[config.mk]
export PLATFORM = sky130hd
export DESIGN_NAME = hpdft_top
export DESIGN_NICKNAME = d
export VERILOG_FILES = /design/src/hw/hpdft_pkg.sv /design/src/hw/hpdft_press.sv /design/src/hw/hpdft_top.sv
export SDC_FILE = /design/constraint.sdc
export NUM_CORES = 1
export LEC_CHECK = 0
export ABC_AREA = 1
export BUFFER_PORTS_ARGS = -buffer_cell sky130_fd_sc_hd__buf_2
export CORE_ASPECT_RATIO = 1.2
export CORE_MARGIN = 8
export CORE_UTILIZATION = 40
export CTS_CLUSTER_SIZE = 24
export DETAILED_ROUTE_END_ITERATION = 7
export SYNTH_ARGS = -nofsm -noshare
export SYNTH_HDL_FRONTEND = slang
export SYNTH_SLANG_ARGS = --single-unit
export TNS_END_PERCENT = 100
[constraint.sdc]
create_clock -name i_clk -period 4 [get_ports i_clk]
set_input_delay 0.2 -clock i_clk [delete_from_list [all_inputs] [get_ports i_clk]]
set_output_delay 0.2 -clock i_clk [all_outputs]
set_load 0.03 [all_outputs]
[src/hw/hpdft_pkg.sv]
// Purpose: Shared constants and types for the heat-pump defrost timer
// Assumes: Timebase derived from a 25 MHz system clock
// Notes: All defrost times are counted in whole seconds
package hpdft_pkg;
    localparam int CLK_HZ = 25_000_000;
    localparam int TICK_S = 1;
    localparam int TICK_CYCLES = CLK_HZ * TICK_S;

    localparam int TW = 14;
    typedef logic [TW-1:0] hpdft_sec_t;

    localparam int SEC_PER_MIN = 60;
    localparam int INT_A_MIN = 30;
    localparam int INT_B_MIN = 60;
    localparam int INT_C_MIN = 90;
    localparam int INT_D_MIN = 120;
    localparam int START_DELAY_MIN = 5;
    localparam int DFR_MAX_MIN = 10;
    localparam hpdft_sec_t INT_A_S = hpdft_sec_t'(INT_A_MIN * SEC_PER_MIN);
    localparam hpdft_sec_t INT_B_S = hpdft_sec_t'(INT_B_MIN * SEC_PER_MIN);
    localparam hpdft_sec_t INT_C_S = hpdft_sec_t'(INT_C_MIN * SEC_PER_MIN);
    localparam hpdft_sec_t INT_D_S = hpdft_sec_t'(INT_D_MIN * SEC_PER_MIN);
    localparam hpdft_sec_t START_DELAY_S = hpdft_sec_t'(START_DELAY_MIN * SEC_PER_MIN);
    localparam hpdft_sec_t DFR_MAX_S = hpdft_sec_t'(DFR_MAX_MIN * SEC_PER_MIN);
    localparam hpdft_sec_t PAUSE_S = 14'h001e;
    localparam hpdft_sec_t SHORT_DFR_S = 14'h001e;
    localparam hpdft_sec_t FAN_HOLD_S = 14'h0028;
    localparam hpdft_sec_t LONG_PRESS_S = 14'h0005;

    // Register port
    localparam int AW = 2;
    localparam int DW = 16;
    localparam logic [AW-1:0] ADDR_CTRL = 2'h0;
    localparam logic [AW-1:0] ADDR_STATUS = 2'h1;
    localparam logic [AW-1:0] ADDR_RUN = 2'h2;
    localparam int CTRL_FORCE_BIT = 0;
    localparam int CTRL_BYPASS_BIT = 1;

    typedef enum logic [2:0] {
        ST_DELAY = 3'b000,
        ST_HEAT = 3'b001,
        ST_PRE = 3'b010,
        ST_DFR = 3'b011,
        ST_POST = 3'b100
    } hpdft_state_t;
endpackage

[src/hw/hpdft_press.sv]
// Purpose: Times a speed-up pin short and classifies it on release
// Assumes: i_tick is a one-cycle pulse once per second
// Notes: Press length has one second of granularity
`timescale 1ns/10ps
`default_nettype none
module hpdft_press (
    input wire logic i_clk,
    input wire logic i_rstn,
    input wire logic i_tick,
    input wire logic i_short,
    output logic o_bypass,
    output logic o_force
);
    import hpdft_pkg::*;

    hpdft_sec_t held_ff;
    logic short_ff;
    logic release_w;

    assign release_w = short_ff && !i_short;

    always_ff @(posedge i_clk or negedge i_rstn) begin
        if (!i_rstn) begin
            short_ff <= 1'b0;
        end else begin
            short_ff <= i_short;
        end
    end

    // Saturates so a pin left shorted cannot wrap into a bypass
    always_ff @(posedge i_clk or negedge i_rstn) begin
        if (!i_rstn) begin
            held_ff <= '0;
        end else if (!i_short) begin
            held_ff <= '0;
        end else if (i_tick && held_ff < LONG_PRESS_S) begin
            held_ff <= held_ff + 14'h0001;
        end
    end

    always_ff @(posedge i_clk or negedge i_rstn) begin
        if (!i_rstn) begin
            o_bypass <= 1'b0;
            o_force <= 1'b0;
        end else begin
            o_bypass <= release_w && (held_ff < LONG_PRESS_S);
            o_force <= release_w && (held_ff >= LONG_PRESS_S);
        end
    end
endmodule // hpdft_press
`default_nettype wire

[src/hw/hpdft_top.sv]
// Purpose: Time/temperature defrost controller for a heat-pump outdoor unit
// Assumes: Inputs synchronous to i_clk; coil input high means contacts closed
// Notes: Pause switch covers both the entry/exit pauses and the short cycle
// How it works
// - Interval switches pick 30, 60, 90 or 120 minutes; both off gives 90
// - Five-second speed-up short then release with coil closed forces full defrost
// - Pause option on gives two 30 s compressor-off gaps around each defrost
// - Forced with coil open and pause on: 30 s off, then 30 s defrost
// - Afterwards compressor stays off another 30 s, outdoor fan 40 s
// - Forced with coil open and pause off: only a 30 s defrost
// - A full defrost ends when coil contacts reopen or the cycle time runs out; a short one ends on time only
// - A normal defrost never exceeds 10 minutes
// - In defrost, aux heat and reversing valve are both energised
// - Third switch on stops the compressor 30 s entering and leaving defrost
// - Compressor is held off for 5 minutes after power-up
// - A brief speed-up short, on release, cancels the startup delay
// - A short held 5 s or more requests defrost instead of bypass
`timescale 1ns/10ps
`default_nettype none
module hpdft_top #(
    parameter int TICK_CYCLES = hpdft_pkg::TICK_CYCLES
) (
    input wire logic i_clk,
    input wire logic i_rstn,
    input wire logic i_heat_call,
    input wire logic i_coil_thermostat_input,
    input wire logic i_speedup_pins,
    input wire logic i_interval_select_lo,
    input wire logic i_interval_select_hi,
    input wire logic i_compressor_pause_switch,
    input wire logic [hpdft_pkg::AW-1:0] i_addr,
    input wire logic [hpdft_pkg::DW-1:0] i_wdata,
    input wire logic i_wr,
    input wire logic i_rd,
    output logic [hpdft_pkg::DW-1:0] o_rdata,
    output logic o_compressor,
    output logic o_outdoor_fan_output,
    output logic o_aux_heat_output,
    output logic o_reversing_valve
);
    import hpdft_pkg::*;

    localparam int PW = $clog2(TICK_CYCLES + 1);
    localparam logic [PW-1:0] PRE_LAST = PW'(TICK_CYCLES - 1);

    logic rst_meta_ff;
    logic rstn_ff;
    logic [PW-1:0] pre_ff;
    logic tick_ff;
    logic pin_bypass;
    logic pin_force;
    logic sw_force_ff;
    logic sw_bypass_ff;
    logic force_req;
    logic bypass_req;
    hpdft_state_t state_ff;
    hpdft_state_t nxt_state;
    hpdft_sec_t tmr_ff;
    hpdft_sec_t run_ff;
    hpdft_sec_t fan_ff;
    hpdft_sec_t interval;
    hpdft_sec_t dfr_limit;
    logic short_ff;
    logic nxt_short;
    logic interval_due;

    // Release-synchronised reset; everything else uses rstn_ff
    always_ff @(posedge i_clk or negedge i_rstn) begin
        if (!i_rstn) begin
            rst_meta_ff <= 1'b0;
            rstn_ff <= 1'b0;
        end else begin
            rst_meta_ff <= 1'b1;
            rstn_ff <= rst_meta_ff;
        end
    end

    // One-second timebase
    always_ff @(posedge i_clk or negedge rstn_ff) begin
        if (!rstn_ff) begin
            pre_ff <= '0;
            tick_ff <= 1'b0;
        end else begin
            tick_ff <= (pre_ff == PRE_LAST);
            pre_ff <= (pre_ff == PRE_LAST) ? '0 : pre_ff + PW'(1);
        end
    end

    hpdft_press u_press (
        .i_clk(i_clk),
        .i_rstn(rstn_ff),
        .i_tick(tick_ff),
        .i_short(i_speedup_pins),
        .o_bypass(pin_bypass),
        .o_force(pin_force)
    );

    // Software command bits are self-clearing pulses
    always_ff @(posedge i_clk or negedge rstn_ff) begin
        if (!rstn_ff) begin
            sw_force_ff <= 1'b0;
            sw_bypass_ff <= 1'b0;
        end else begin
            sw_force_ff <= i_wr && i_addr == ADDR_CTRL && i_wdata[CTRL_FORCE_BIT];
            sw_bypass_ff <= i_wr && i_addr == ADDR_CTRL && i_wdata[CTRL_BYPASS_BIT];
        end
    end

    assign force_req = pin_force || sw_force_ff;
    assign bypass_req = pin_bypass || sw_bypass_ff;

    always_ff @(posedge i_clk or negedge rstn_ff) begin
        if (!rstn_ff) begin
            o_rdata <= '0;
        end else if (i_rd) begin
            unique case (i_addr)
                ADDR_STATUS: o_rdata <= {9'h000, i_coil_thermostat_input, short_ff,
                                         o_compressor, o_outdoor_fan_output, state_ff};
                ADDR_RUN: o_rdata <= DW'(run_ff);
                default: o_rdata <= '0;
            endcase
        end else begin
            o_rdata <= '0;
        end
    end

    always_comb begin
        unique case ({i_interval_select_hi, i_interval_select_lo})
            2'b01: interval = INT_A_S;
            2'b10: interval = INT_B_S;
            2'b00: interval = INT_C_S;
            2'b11: interval = INT_D_S;
        endcase
    end

    assign dfr_limit = short_ff ? SHORT_DFR_S : DFR_MAX_S;
    assign interval_due = (run_ff >= interval) && i_coil_thermostat_input;

    always_comb begin
        nxt_state = state_ff;
        nxt_short = short_ff;
        unique case (state_ff)
            ST_DELAY: begin
                if (bypass_req || tmr_ff >= START_DELAY_S) begin
                    nxt_state = ST_HEAT;
                end
            end
            ST_HEAT: begin
                if (force_req || interval_due) begin
                    // Forced with coil open runs only the short cycle
                    nxt_short = force_req && !i_coil_thermostat_input;
                    nxt_state = i_compressor_pause_switch ? ST_PRE : ST_DFR;
                end
            end
            ST_PRE: begin
                if (tmr_ff >= PAUSE_S) begin
                    nxt_state = ST_DFR;
                end
            end
            ST_DFR: begin
                if (tmr_ff >= dfr_limit || (!short_ff && !i_coil_thermostat_input)) begin
                    nxt_state = i_compressor_pause_switch ? ST_POST : ST_HEAT;
                end
            end
            ST_POST: begin
                if (tmr_ff >= PAUSE_S) begin
                    nxt_state = ST_HEAT;
                end
            end
            default: nxt_state = ST_DELAY;
        endcase
    end

    always_ff @(posedge i_clk or negedge rstn_ff) begin
        if (!rstn_ff) begin
            state_ff <= ST_DELAY;
            short_ff <= 1'b0;
        end else begin
            state_ff <= nxt_state;
            short_ff <= nxt_short;
        end
    end

    // Time in state; saturates so a long heat spell cannot wrap
    always_ff @(posedge i_clk or negedge rstn_ff) begin
        if (!rstn_ff) begin
            tmr_ff <= '0;
        end else if (nxt_state != state_ff) begin
            tmr_ff <= '0;
        end else if (tick_ff && tmr_ff != '1) begin
            tmr_ff <= tmr_ff + 14'h0001;
        end
    end

    // Heating run time counts only while the room calls for heat
    always_ff @(posedge i_clk or negedge rstn_ff) begin
        if (!rstn_ff) begin
            run_ff <= '0;
        end else if (state_ff == ST_DFR) begin
            run_ff <= '0;
        end else if (state_ff == ST_HEAT && i_heat_call && tick_ff && run_ff != '1) begin
            run_ff <= run_ff + 14'h0001;
        end
    end

    // Fan hold after a paused defrost
    always_ff @(posedge i_clk or negedge rstn_ff) begin
        if (!rstn_ff) begin
            fan_ff <= '0;
        end else if (state_ff == ST_DFR && nxt_state == ST_POST) begin
            fan_ff <= FAN_HOLD_S;
        end else if (tick_ff && fan_ff != '0) begin
            fan_ff <= fan_ff - 14'h0001;
        end
    end

    always_ff @(posedge i_clk or negedge rstn_ff) begin
        if (!rstn_ff) begin
            o_compressor <= 1'b0;
            o_outdoor_fan_output <= 1'b0;
            o_aux_heat_output <= 1'b0;
            o_reversing_valve <= 1'b0;
        end else begin
            // Pause and delay states keep the compressor off
            o_compressor <= i_heat_call && (state_ff == ST_HEAT || state_ff == ST_DFR);
            o_outdoor_fan_output <= i_heat_call && state_ff == ST_HEAT && fan_ff == '0;
            o_aux_heat_output <= state_ff == ST_DFR;
            o_reversing_valve <= state_ff == ST_DFR;
        end
    end
endmodule // hpdft_top
`default_nettype wire

# ---- Yosys cells after proc, flatten, opt, wreduce, memory -nomap -nowiden
# Cells that the tools add are included.
dict set report word_totals {
  regBits 112
  input_bits 28
  out_inout_bits 20
  elab_cells 102
}
dict set report op_classes {
  addsub 5
  order_cmp 6
  eq_ne 15
  muxes 21
  n_reduce_logical 36
}
# op n
set ops {}
lappend ops {{14-bit two-way mux} 8}
lappend ops {{14-bit one-hot mux with 4 select lines} 1}
lappend ops {{14-bit by 1-bit adder with 14-bit output, second input constant} 3}
lappend ops {{14-bit inequality test, second input constant} 2}
lappend ops {{14-bit one-hot mux with 2 select lines} 1}
lappend ops {{25-bit by 1-bit adder with 25-bit output, second input constant} 1}
lappend ops {{25-bit equality test, second input constant} 1}
lappend ops {{25-bit two-way mux} 1}
lappend ops {{1-bit logical AND} 18}
lappend ops {{3-bit two-way mux} 6}
lappend ops {{16-bit two-way mux} 1}
lappend ops {{3-bit one-hot mux with 5 select lines} 1}
lappend ops {{14-bit by 10-bit greater-or-equal comparator with 1-bit output} 1}
lappend ops {{14-bit greater-or-equal comparator} 1}
lappend ops {{14-bit by 3-bit greater-or-equal comparator with 1-bit output, second input constant} 1}
lappend ops {{14-bit by 5-bit greater-or-equal comparator with 1-bit output, second input constant} 1}
lappend ops {{14-bit by 9-bit greater-or-equal comparator with 1-bit output, second input constant} 1}
lappend ops {{14-bit logical NOT} 1}
lappend ops {{14-bit by 3-bit less-than comparator with 1-bit output, second input constant} 1}
lappend ops {{14-bit nonzero test} 1}
lappend ops {{14-bit by 1-bit subtractor with 14-bit output, second input constant} 1}
lappend ops {{10-bit two-way mux} 1}
lappend ops {{2-bit equality test, second input constant} 3}
lappend ops {{3-bit by 2-bit equality test with 1-bit output, second input constant} 2}
lappend ops {{12 further kinds} 24}

# ---- Depth between registers and ports, before layout
dict set report depth {
  ltp_word 10
  ltp_mapped 22
  mapped_depth_nobuf 21
}

# ---- Cells and area by module
# A second synthesis with hierarchy kept.
dict set report unflattened {
  hier_cells 747
  area_unflattened_um2 6045.8
}
# module instances cells_per_inst area_each_um2
set modules_own_cells {}
lappend modules_own_cells {hpdft_top 1 660 5276.3}
lappend modules_own_cells {hpdft_press 1 87 769.5}

# ---- Least setup slack after synthesis
# OpenSTA, ideal clock, no wires.
dict set report synth_path {
  path_kind {input to register}
  startpoint {input i_interval_select_lo}
  endpoint {register tmr_ff[3]}
  setup_time_ns 0.124
  t_arrival_ns 1.946
  slack_ns 1.930
  stages 21
  path_buffers 1
  path_cell_list {inv_1 > ha_1 > inv_1 > ha_1 > nand2_1 > nor2_2 > nand2_2 > nor2_1 > nor2_1 > nand2_1 > nand2_1 > nand2_1 > nand2_2 > nand2_2 > nand2_2 > nand2_2 > nand2_2 > nand2_2 > nand2_4 > buf_12 > nor2_4}
}
dict set report synth_via {
  elab_chain_len 9
}
# item line
set synth_lines {}
lappend synth_lines {{start: declaration} hpdft_top.sv:28} ;# input wire logic i_interval_select_lo,
lappend synth_lines {{2-bit equality test (tied with other cells)} hpdft_top.sv:128} ;# unique case ({i_interval_select_hi, i_interval_select_lo})
lappend synth_lines {{14-bit one-hot mux with 4 select lines (*)} hpdft_top.sv:128}
lappend synth_lines {{14-bit greater-or-equal comparator (*)} hpdft_top.sv:137} ;# assign interval_due = (run_ff >= interval) && i_coil_thermostat_input;
lappend synth_lines {{1-bit logical AND (*)} hpdft_top.sv:137}
lappend synth_lines {{1-bit logical OR (*)} hpdft_top.sv:149} ;# if (force_req || interval_due) begin
lappend synth_lines {{3-bit two-way mux (*)} hpdft_top.sv:149}
lappend synth_lines {{3-bit one-hot mux with 5 select lines (*)} hpdft_top.sv:142} ;# unique case (state_ff)
lappend synth_lines {{via nxt_state[0]} hpdft_top.sv:57} ;# hpdft_state_t nxt_state;
lappend synth_lines {{3-bit inequality test (*)} hpdft_top.sv:188} ;# end else if (nxt_state != state_ff) begin
lappend synth_lines {{14-bit two-way mux / 2-bit nonzero test (equally long branches)} n/a}
lappend synth_lines {{end signal: assignment} hpdft_top.sv:191} ;# tmr_ff <= tmr_ff + 14'h0001;
lappend synth_lines {{end: declaration} hpdft_top.sv:58} ;# hpdft_sec_t tmr_ff;
# Mark *: on every way through the listed nets, which the timed path passes. The rest lies on a longest branch. The select of a mux whose other input is x is not followed.
# A chain may end at the register's enable or synchronous reset.

# ---- Worst setup path in the final report
dict set report layout_path {
  startpoint {register run_ff[5]}
  endpoint {register tmr_ff[0]}
}
dict set report layout_via {
  elab_chain_len 7
}
# item line
set layout_lines {}
lappend layout_lines {{start: declaration} hpdft_top.sv:59} ;# hpdft_sec_t run_ff;
lappend layout_lines {{start signal: assignment} hpdft_top.sv:202} ;# run_ff <= run_ff + 14'h0001;
lappend layout_lines {{14-bit greater-or-equal comparator (*)} hpdft_top.sv:137}
lappend layout_lines {{1-bit logical AND (*)} hpdft_top.sv:137}
lappend layout_lines {{1-bit logical OR (*)} hpdft_top.sv:149}
lappend layout_lines {{3-bit two-way mux (*)} hpdft_top.sv:149}
lappend layout_lines {{3-bit one-hot mux with 5 select lines (*)} hpdft_top.sv:142}
lappend layout_lines {{via nxt_state[0]} hpdft_top.sv:57}
lappend layout_lines {{3-bit inequality test (*)} hpdft_top.sv:188}
lappend layout_lines {{14-bit two-way mux / 2-bit nonzero test (equally long branches)} n/a}
# Mark *: on every way through the listed nets, which the timed path passes. The rest lies on a longest branch.

==> results.py <==
metrics = {
    "global_routing": {
        "antenna_found_initial": 0,
        "grt_overflow_total": 0,
        "grt_usage_pct": 13.5,
        "grt_max_degree": 53,
        "grt_pass1_vias": 4411,
        "grt_pass1_wl_mm": 21.0,
    },
    "power_and_ir_drop": {
        "p_clk_share_pct": 34.6,
        "pwr-share-comb_pct": 17.6,
        "p_int_w": 0.00183,
        "power.static_leakage_nw": 3.31,
        "seqPwrFrac_pct": 47.8,
        "power_density_nw_per_um2": 391,
        "peakVddDrop_v": 0.000190,
        "p_sw_w": 0.000803,
        "p_sw_share_pct": 30.5,
    },
    "routing": {
        "drt-total-wl_mm": 12.0,
        "firstDrtPassIters": 4,
        "vias_per_cell": 4.72,
        "drcViolationCount": 0,
        "num_vias": 4601,
        "avgRoutedWirePerCell_um": 12.3,
        "drt-initial-drc-count": 206,
        "final_antenna_net_count": 0,
    },
    "floorplan": {
        "die_h_um": 151,
        "row_count": 49,
        "initial_core_util_pct": 40.6,
        "io-pin-count": 48,
        "core_area_um2": 14900,
        "die_w_um": 128,
        "die_area_um2": 19300,
    },
    "final_layout": {
        "nNetsFinal": 821,
        "antenna_cells": 0,
        "mostFrequentLayoutCells": "129 x nand2_1, 110 x inv_1, 109 x dfrtp_1, 83 x nor2_1, 34 x nand3_1",
        "fin_cells": 974,
        "multi_input_area_um2": 2770,
        "drive_above_1_share_pct": 14.5,
        "area.sequential_um2": 2760,
        "final_common_cell": "nand2_1",
        "area_growth_pct": 11.3,
        "fillers": 1510,
        "postLayoutCellArea_um2": 6730,
    },
    "timing": {
        "fmax_mhz": 423,
        "finalSetupViolCount": 0,
        "period_share_pct": 59.2,
        "rsz0062_at_grt": "no",
        "final_max_slew_viol_count": 0,
        "hold_violations": 0,
        "fin_setup_tns_ns": 0,
        "worst_slew_pin_slew_ns": 0.677,
        "holdWs_ns": 0.0736,
        "layout_min_cycle_time_ns": 2.37,
        "worst_slack_ns": 1.63,
        "slew_headroom_pct": 54.8,
        "finClkSkew_ns": 0.00805,
    },
    "placement": {
        "portBuffers": 31,
        "dp.cells": 957,
        "dp_slack_ns": 1.44,
        "hpwl_mm": 8.93,
        "gp_congestion": 0.824,
        "place_area_um2": 6410,
    },
    "synth": {
        "synth-warning-count": 0,
        "synth-seq-cells": 110,
        "yosysUniqueCellTypes": 39,
        "syn-instance-count": 727,
        "synth.avg_cell_area_um2": 8.31,
        "synth-seq-area-share_pct": 45.5,
        "syn_area_um2": 6040,
    },
    "clocking": {
        "cts_tree": "built",
        "htree_levels": 3,
        "postCtsHoldBufs": 1,
        "root_buffer": "clkbuf_16",
        "clock_latency_ns": 0.35,
        "cts_sinks": 110,
        "clkTransAtPathRegs_ns": 0.07,
        "clockBufferDepth": 2,
        "post_cts_resized": 0,
        "post_cts_buffers": 0,
        "cts_made_buffers": 9,
    },
    "setup_path": {
        "critPathRequiredTime_ns": 4.22,
        "critPathMaxFanout": 14,
        "endpoint_kind": "register",
        "critPathKind": "register to register",
        "crit_arrival_ns": 2.59,
        "worst_setup_path_start_kind": "register",
    },
    "hold_path": {
        "hp-class": "input port to register",
    },
    "run_status": {
        "status": "completed",
    },
    "flow_run": {
        "maxCapViolCount": 0,
    },
}
## cells by family after synthesis
family | share of synthesized area (%)
other cells | 0.124
flops | 45.5
xor+xnor | 4.78
simple gates | 29.0
fa+ha+maj | 5.80
buf+inv | 8.61
compound gates | 6.15
## flip-flops by register name, summed over array words and instances (netlist names), 3 cells and up
register,flops
fan_ff,14
run_ff,14
tmr_ff,14
pre_ff,25
state_ff,3
u_press.held_ff,14
o_rdata,14
## metal layers
| metal | global-route usage (%) | part of all wire (%) |
|---|---|---|
| met5 | 0 | 0 |
| met2 | 22.7 | 48 |
| met4 | 6.31 | 2.2 |
| met3 | 2.27 | 2.8 |
| met1 | 16.5 | 47 |
## synth_stat cells, drive strengths merged
| master | n | area [um^2] |
|---|---|---|
| and3 | 2 | 12.5 |
| nor2 | 105 | 509 |
| a31oi | 1 | 6.26 |
| clkinv | 3 | 12.5 |
| nand2 | 141 | 564 |
| nand4 | 24 | 150 |
| dfrtp | 110 | 2750 |
| ha | 28 | 350 |
| nand3b | 2 | 15.0 |
| o21bai | 3 | 22.5 |
| conb | 2 | 7.51 |
| inv | 119 | 447 |
| o31ai | 3 | 22.5 |
| nor3 | 26 | 165 |
| nand3 | 38 | 210 |
| xnor2 | 7 | 61.3 |
| a21oi | 30 | 150 |
| and2 | 1 | 6.26 |
| a2111oi | 1 | 15.0 |
| a211oi | 3 | 27.5 |
| xor2 | 26 | 228 |
| clkbuf | 3 | 11.3 |
| o21ai | 24 | 120 |
| nor4 | 10 | 62.6 |
| or2 | 9 | 56.3 |
| o21a | 1 | 7.51 |
| buf | 5 | 50.1 |
## final timing paths
check / cells past startpoint / to / start / slack [ns]
min in group asynchronous: 2 / rstn_ff / i_rstn / 0.16
max reg2reg: 17 / tmr_ff[0] / run_ff[5] / 1.63
max: 17 / tmr_ff[0] / run_ff[5] / 1.63
max in group asynchronous: 1 / state_ff[0] / rstn_ff / 2.75
min reg2reg: 0 / rstn_ff / rst_meta_ff / 0.35
min: 3 / o_compressor / i_heat_call / 0.07
## final cells by class
cell class,instances,area share [%]
Multi-Input combinational cell,488,41.2
Sequential cell,110,41.0
Inverter,122,6.83
Tap cell,204,3.79
Clock buffer,11,3.61
Timing Repair Buffer,34,2.68
Clock inverter,5,0.874
## power groups by stage
stage	Combinational [W]	Sequential (W)	Clock [W]
floorplan	0.000396	0.00129	0
global route	0.000524	0.00127	0.000988
detailed placement	0.000471	0.00128	0
global placement	0.000465	0.00128	0
finish	0.000463	0.00126	0.000911
CTS	0.000474	0.00126	0.000942
## worst max-delay path: stages, from the launching register on
cell and delay (ns):
dfrtp_1 0.49, ha_1 0.35, nand2_1 0.06, nand2_1 0.04, nor2_1 0.11, nor2_1 0.06
nor2_1 0.10, nand2_1 0.09, nand2_1 0.09, nand2_1 0.06, nand2_2 0.12, nand2_2 0.06
nand2_2 0.08, nand2_2 0.06, nand2_2 0.06, nand2_2 0.06, nand2_4 0.28, nor2_1 0.07
## per-stage QoR
step	total power (W)	util (%)
floorplan	0.00168	-
detailed placement	0.00175	43.1
global route	0.00278	45.1
finish	0.00263	45.1
global placement	0.00174	43.1
CTS	0.00268	45.1
No activity file was read; power rests on OpenSTA's default activity.
